==> src/hw/clkgen_pkg.sv <==
// constants for the clock generator and clock monitor
// assumes a single 125 MHz system clock; all clock inputs arrive synchronous to it
package clkgen_pkg;
	localparam int          BASE_FREQ_HZ     = 307200;
	localparam int          BUS_STEP_HZ      = 76800;
	localparam int          MULT_W           = 7;
	localparam int          XTAL_STAB_CYCLES = 4096;
	localparam int          EXT_STAB_CYCLES  = 16;
	localparam int          STAB_W           = 13;
	localparam int          XTAL_MIN_HZ      = 30000;
	localparam int          EXT_MAX_HZ       = 32000000;
	localparam logic [1:0]  MISS_LIMIT       = 2'h2;
	localparam logic [1:0]  GOOD_LIMIT       = 2'h2;
	localparam logic [1:0]  BUS_DIV_OSC      = 2'h3;
endpackage

==> src/hw/clock_generator_monitor.sv <==
// clock generator and clock activity monitor
// clock-like inputs are sampled levels synchronous to clk_sys, stop_mode comes from the core
`timescale 1ns/100ps
module clock_generator_monitor
	import clkgen_pkg::*;
(
	input  wire logic              clk_sys,
	input  wire logic              nrst,
	input  wire logic              internal_base_clock,
	input  wire logic              internal_clock,
	input  wire logic              external_clock,
	input  wire logic              external_reference,
	input  wire logic              internal_reference,
	input  wire logic              filter_stable_signal,
	input  wire logic              filter_sample,
	input  wire logic              internal_gen_on,
	input  wire logic              external_gen_on,
	input  wire logic              crystal_select,
	input  wire logic              run_in_stop,
	input  wire logic              stop_mode,
	input  wire logic              bus_select_ext,
	input  wire logic [MULT_W-1:0] freq_multiplier,
	output logic                   osc_out_clock,
	output logic                   gen_out_clock,
	output logic                   bus_clock,
	output logic                   timebase_clock,
	output logic                   internal_inactive_flag,
	output logic                   internal_stable_flag,
	output logic                   external_inactive_flag,
	output logic                   external_stable_flag,
	output logic [MULT_W-1:0]      active_multiplier,
	output logic                   crystal_range
);
	logic       int_run, ext_run, src_clk, internal_base_clock_q, external_clock_q, external_reference_q, internal_reference_q;
	logic       internal_base_clock_fall, external_clock_fall, external_reference_rise, internal_reference_rise;
	logic       seen_i_q, seen_e_q;
	logic [1:0] miss_i_q, miss_e_q, good_q;
	logic       div_q;
	logic [STAB_W-1:0] stab_q;
	logic [STAB_W-1:0] stab_target;

	// halting clocks in stop unless told to keep running
	assign int_run = internal_gen_on & (~stop_mode | run_in_stop);
	assign ext_run = external_gen_on & (~stop_mode | run_in_stop);
	assign src_clk = bus_select_ext ? (external_clock & ext_run) : (internal_clock & int_run);
	assign internal_base_clock_fall = internal_base_clock_q & ~internal_base_clock;
	assign external_clock_fall  = external_clock_q & ~external_clock;
	assign external_reference_rise  = ~external_reference_q & external_reference;
	assign internal_reference_rise  = ~internal_reference_q & internal_reference;
	assign stab_target = crystal_select ? STAB_W'(XTAL_STAB_CYCLES - 1)
	                                    : STAB_W'(EXT_STAB_CYCLES - 1);

	always_ff @(posedge clk_sys or negedge nrst) begin
		if (!nrst) begin
			internal_base_clock_q <= 1'b0;
			external_clock_q  <= 1'b0;
			external_reference_q  <= 1'b0;
			internal_reference_q  <= 1'b0;
		end else begin
			internal_base_clock_q <= internal_base_clock;
			external_clock_q  <= external_clock;
			external_reference_q  <= external_reference;
			internal_reference_q  <= internal_reference;
		end
	end

	// osc follows the selected source; gen halves it and bus halves gen
	always_ff @(posedge clk_sys or negedge nrst) begin
		if (!nrst) begin
			div_q          <= 1'b0;
			gen_out_clock  <= 1'b0;
			osc_out_clock  <= 1'b0;
			bus_clock      <= 1'b0;
		end else begin
			osc_out_clock <= src_clk;
			// each source rise flips gen; every second one flips bus
			if (src_clk & ~osc_out_clock) begin
				div_q         <= ~div_q;
				gen_out_clock <= ~gen_out_clock;
				if (div_q)
					bus_clock <= ~bus_clock;
			end
			// dividers restart from a known phase once clocks come back after both int_run and ext_run drop
			if (!int_run && !ext_run) begin
				div_q         <= 1'b0;
				gen_out_clock <= 1'b0;
				bus_clock     <= 1'b0;
			end
		end
	end

	always_ff @(posedge clk_sys or negedge nrst) begin
		if (!nrst)
			timebase_clock <= 1'b0;
		else if (external_stable_flag)
			timebase_clock <= external_clock & ext_run;
		else
			timebase_clock <= internal_clock & int_run;
	end

	always_ff @(posedge clk_sys or negedge nrst) begin
		if (!nrst) begin
			active_multiplier <= '0;
			crystal_range     <= 1'b0;
		end else begin
			active_multiplier <= freq_multiplier;
			crystal_range     <= crystal_select;
		end
	end

	// internal activity: count reference low phases lacking a base edge
	always_ff @(posedge clk_sys or negedge nrst) begin
		if (!nrst) begin
			seen_i_q               <= 1'b0;
			miss_i_q               <= 2'h0;
			internal_inactive_flag <= 1'b0;
		end else begin
			if (!external_reference && internal_base_clock_fall) begin
				seen_i_q               <= 1'b1;
				miss_i_q               <= 2'h0;
				internal_inactive_flag <= 1'b0;
			end else if (external_reference_rise) begin
				seen_i_q <= 1'b0;
				if (!seen_i_q && miss_i_q != MISS_LIMIT)
					miss_i_q <= miss_i_q + 2'h1;
				if (!seen_i_q && miss_i_q == MISS_LIMIT - 2'h1)
					internal_inactive_flag <= 1'b1;
			end
		end
	end

	always_ff @(posedge clk_sys or negedge nrst) begin
		if (!nrst) begin
			good_q               <= 2'h0;
			internal_stable_flag <= 1'b0;
		end else if (!filter_stable_signal || !int_run || internal_inactive_flag) begin
			good_q               <= 2'h0;
			internal_stable_flag <= 1'b0;
		end else if (filter_sample) begin
			if (good_q != GOOD_LIMIT)
				good_q <= good_q + 2'h1;
			if (good_q == GOOD_LIMIT - 2'h1)
				internal_stable_flag <= 1'b1;
		end
	end

	// external activity mirrors the internal detector with roles swapped
	always_ff @(posedge clk_sys or negedge nrst) begin
		if (!nrst) begin
			seen_e_q               <= 1'b0;
			miss_e_q               <= 2'h0;
			external_inactive_flag <= 1'b0;
		end else begin
			if (!internal_reference && external_clock_fall) begin
				seen_e_q               <= 1'b1;
				miss_e_q               <= 2'h0;
				external_inactive_flag <= 1'b0;
			end else if (internal_reference_rise) begin
				seen_e_q <= 1'b0;
				if (!seen_e_q && miss_e_q != MISS_LIMIT)
					miss_e_q <= miss_e_q + 2'h1;
				if (!seen_e_q && miss_e_q == MISS_LIMIT - 2'h1)
					external_inactive_flag <= 1'b1;
			end
		end
	end

	always_ff @(posedge clk_sys or negedge nrst) begin
		if (!nrst) begin
			stab_q               <= '0;
			external_stable_flag <= 1'b0;
		end else if (!ext_run || external_inactive_flag) begin
			stab_q               <= '0;
			external_stable_flag <= 1'b0;
		end else if (external_clock_fall && !external_stable_flag) begin
			stab_q <= stab_q + STAB_W'(1);
			if (stab_q == stab_target)
				external_stable_flag <= 1'b1;
		end
	end
endmodule

==> config.mk <==
export PLATFORM = sky130hd
export DESIGN_NAME = clock_generator_monitor
export DESIGN_NICKNAME = d
export VERILOG_FILES = /design/src/hw/clkgen_pkg.sv /design/src/hw/clock_generator_monitor.sv
export SDC_FILE = /design/constraint.sdc
export NUM_CORES = 1
export LEC_CHECK = 0
export BUFFER_PORTS_ARGS = -buffer_cell sky130_fd_sc_hd__buf_4
export CAP_MARGIN = 20
export CORE_MARGIN = 10
export CORE_UTILIZATION = 53
export DETAILED_ROUTE_END_ITERATION = 6
export PLACE_DENSITY = 0.77
export SKIP_CTS_REPAIR_TIMING = 1
export SLEW_MARGIN = 20
export SYNTH_ARGS = -nofsm -noshare
export SYNTH_HDL_FRONTEND = slang
export SYNTH_SLANG_ARGS = --single-unit
==> constraint.sdc <==
create_clock -name clk_sys -period 2.1 [get_ports clk_sys]
set_input_delay 0.21 -clock clk_sys [delete_from_list [all_inputs] [get_ports clk_sys]]
set_output_delay 0.21 -clock clk_sys [all_outputs]
set_load 0.05 [all_outputs]
==> results.ini <==
[final_layout]
drive_gt1_frac=0.223
fill_cells=276
num_antenna_cells=0
num-nets-final=253
ff_latch_area_um2=1050
area_growth_pct=26.8
final_cells=270
post-route-util=0.700
multiInputGateArea_um2=772

[detailed_routing]
vias_per_cell=5.29
dr.pass1.iters=4
ant_nets=0
vias=1428
route.detailed.drc=0
wl_mm=3.98
wl_per_cell_um=14.7
first_iter_violations=58

[grt]
grt_max_degree=43
gr-total-overflow=0
top_usage_layer=met2
track_usage=0.123
grt_use_met1=0.124
grtUsageMet2=0.211
antenna_found_initial=0
gr-usage-met3=0.0732
grt_pass1_wl_mm=6.25
grt_pass1_vias=1471

[setup_path]
r2r-start=external_stable_flag
rr_worst_depth=4
r2r_slack_ns=0.36
critical_path_depth=4
path_cells=nor3b_4, o31ai_4, or4_1, a21oi_1
cp-start-kind=flip-flop
crit_required_ns=2.37
cp.arrival_ns=2.01
cp_slowest_cell=dfrtp_1
crit_fanout=10
reg2reg_to=stab_q[9]
path_class=reg2reg
critPathBufInv=0
crit_path_max_incr_delay_ns=0.49
critical_path.top_delay_family=simple AND/OR/NAND/NOR gates
cp-end-kind=flip-flop

[cts]
cts-root-buf=clkbuf_4
insertion_delay_ns=0.33
numCtsBuffers=5
clk_pin_slew_ns=0.11
cts.sinks=42
cts_tree=yes
cts_max_level=2
clock_path_buffers=2

[logic_synthesis]
synth_area_per_cell_um2=11.0
dominantRegCellSynth=dfrtp_1
synthCells=169
synthTopCellsByCount=42 x dfrtp_1, 14 x nand2_1, 14 x nor2_1, 9 x a21oi_1, 9 x o21ai_0
synth.top_cell.area_share=0.566
yosysMostFrequentCell=dfrtp_1
ys_async_sr_fraction=1.00
syn_area_um2=1860
yosys.area.top_type=dfrtp_1
synth-edff-count=0
ys_warn_count=0
synth_seq_cells=42
yosysUniqueCellTypes=34
syn_nets=198
synth_seq_area_share=0.566
synthTopCellsByArea=dfrtp_1 57%, ha_1 4.7%, xnor2_1 3.3%

[timing]
tightest_slew_ns=0.621
fin_crit_sh=0.830
setup-violations-final=0
fmax_ghz=0.573
slew_viol_final=0
rsz0062_at_grt=no
tns_ns=0
hold_violations=0
timing.slew.headroom=0.584
finalCriticalPeriod_ns=1.74
skew_ns=0.00569

[worst_hold_path]
min_delay_worst_endpoint=internal_reference_q
hold_path_depth=1
min_from=internal_reference
hold_path_class=in2reg

[placed_design]
placedCellCount=252
port_buffers=37
routabilityCongestion=0.854
dp_hpwl_mm=2.96

[floorplanning]
num_io_pins=38
rows=21
coreArea_um2=3360
start_util=0.552
fp.dieH_um=79.2
die_area_um2=6270
fp.dieW_um=79.2

[power]
vdd_drop_max_uv=532
power.leakage_uw=0.00105
power.density_nw_per_um2=740

[outcome]
status=finished, final reports clean

[run]
drv_cap=0

[through the flow]
| step | cell area (um2) | setup WS (ns) | power (uW) | hold WS [ns] |
|---|---|---|---|---|
| 2_1_floorplan | 1860 | 0.284 | 1220 | -0.0856 |
| 3_3_place_gp | 2200 | 0.451 | 1360 | 0.213 |
| 3_5_place_dp | 2200 | 0.391 | 1390 | 0.216 |
| 4_1_cts | 2240 | 0.354 | 1750 | -0.162 |
| 5_1_grt | 2350 | 0.206 | 1850 | -0.00278 |
| 6_report | 2350 | 0.356 | 1740 | 0.0260 |
[cell type report]
class	count	share of cell area
clock buffers	6	0.0175
clock inverters	1	0.00319
multi-input cells	118	0.328
well taps	46	0.0244
inverters	8	0.0128
flip-flops and latches	42	0.446
repair buffers	49	0.168
[registers in the layout, indices dropped and copies added, names as in the netlist, 2 cells and up]
register	flops
miss_e_q	2
active_multiplier	7
good_q	2
stab_q	13
miss_i_q	2
[worst max-delay path by stage]
| stage | startpoint | end | slack, ns |
|---|---|---|---|
| floorplan | external_stable_flag | stab_q[11] | 0.28 |
| detailed placement | external_stable_flag | stab_q[11] | 0.39 |
| global placement | external_stable_flag | stab_q[9] | 0.45 |
| global route | external_stable_flag | stab_q[11] | 0.21 |
| CTS | external_stable_flag | stab_q[11] | 0.35 |
| finish | external_stable_flag | stab_q[9] | 0.36 |
[logic make-up after synthesis]
family / count (synthesis) / share of synthesized area
and+or+nand+nor: 69 / 0.207
DFF: 42 / 0.566
AOI/OAI and AO/OA: 31 / 0.110
xor gates and xnor gates: 11 / 0.0519
buffers and inverters: 9 / 0.0182
adders and majority gates: 7 / 0.0472
[metal layers]
layer  up-vias  wire length, um
li1        709                -
met1       680             1550
met2        35             2060
met3         4              334
met4         0               28
met5         -                0
[placed cells by master (no fill, tap or decap), types with 6 or more instances in the layout]
master and n:
a21oi_1 9, buf_4 38, dfrtp_1 42, dlygate4sd3_1 11
ha_1 7, inv_1 8, nand2_1 14, nand2b_1 6
nand3_1 8, nor2_1 14, o21ai_0 9, xnor2_1 7
[report_power, final]
part | internal [uW] | switching, uW | total (uW)
logic | 172 | 271 | 443
clock network | 125 | 235 | 360
registers | 884 | 55.0 | 939
total | 1180 | 561 | 1740
(Power assumes the default switching activity.)
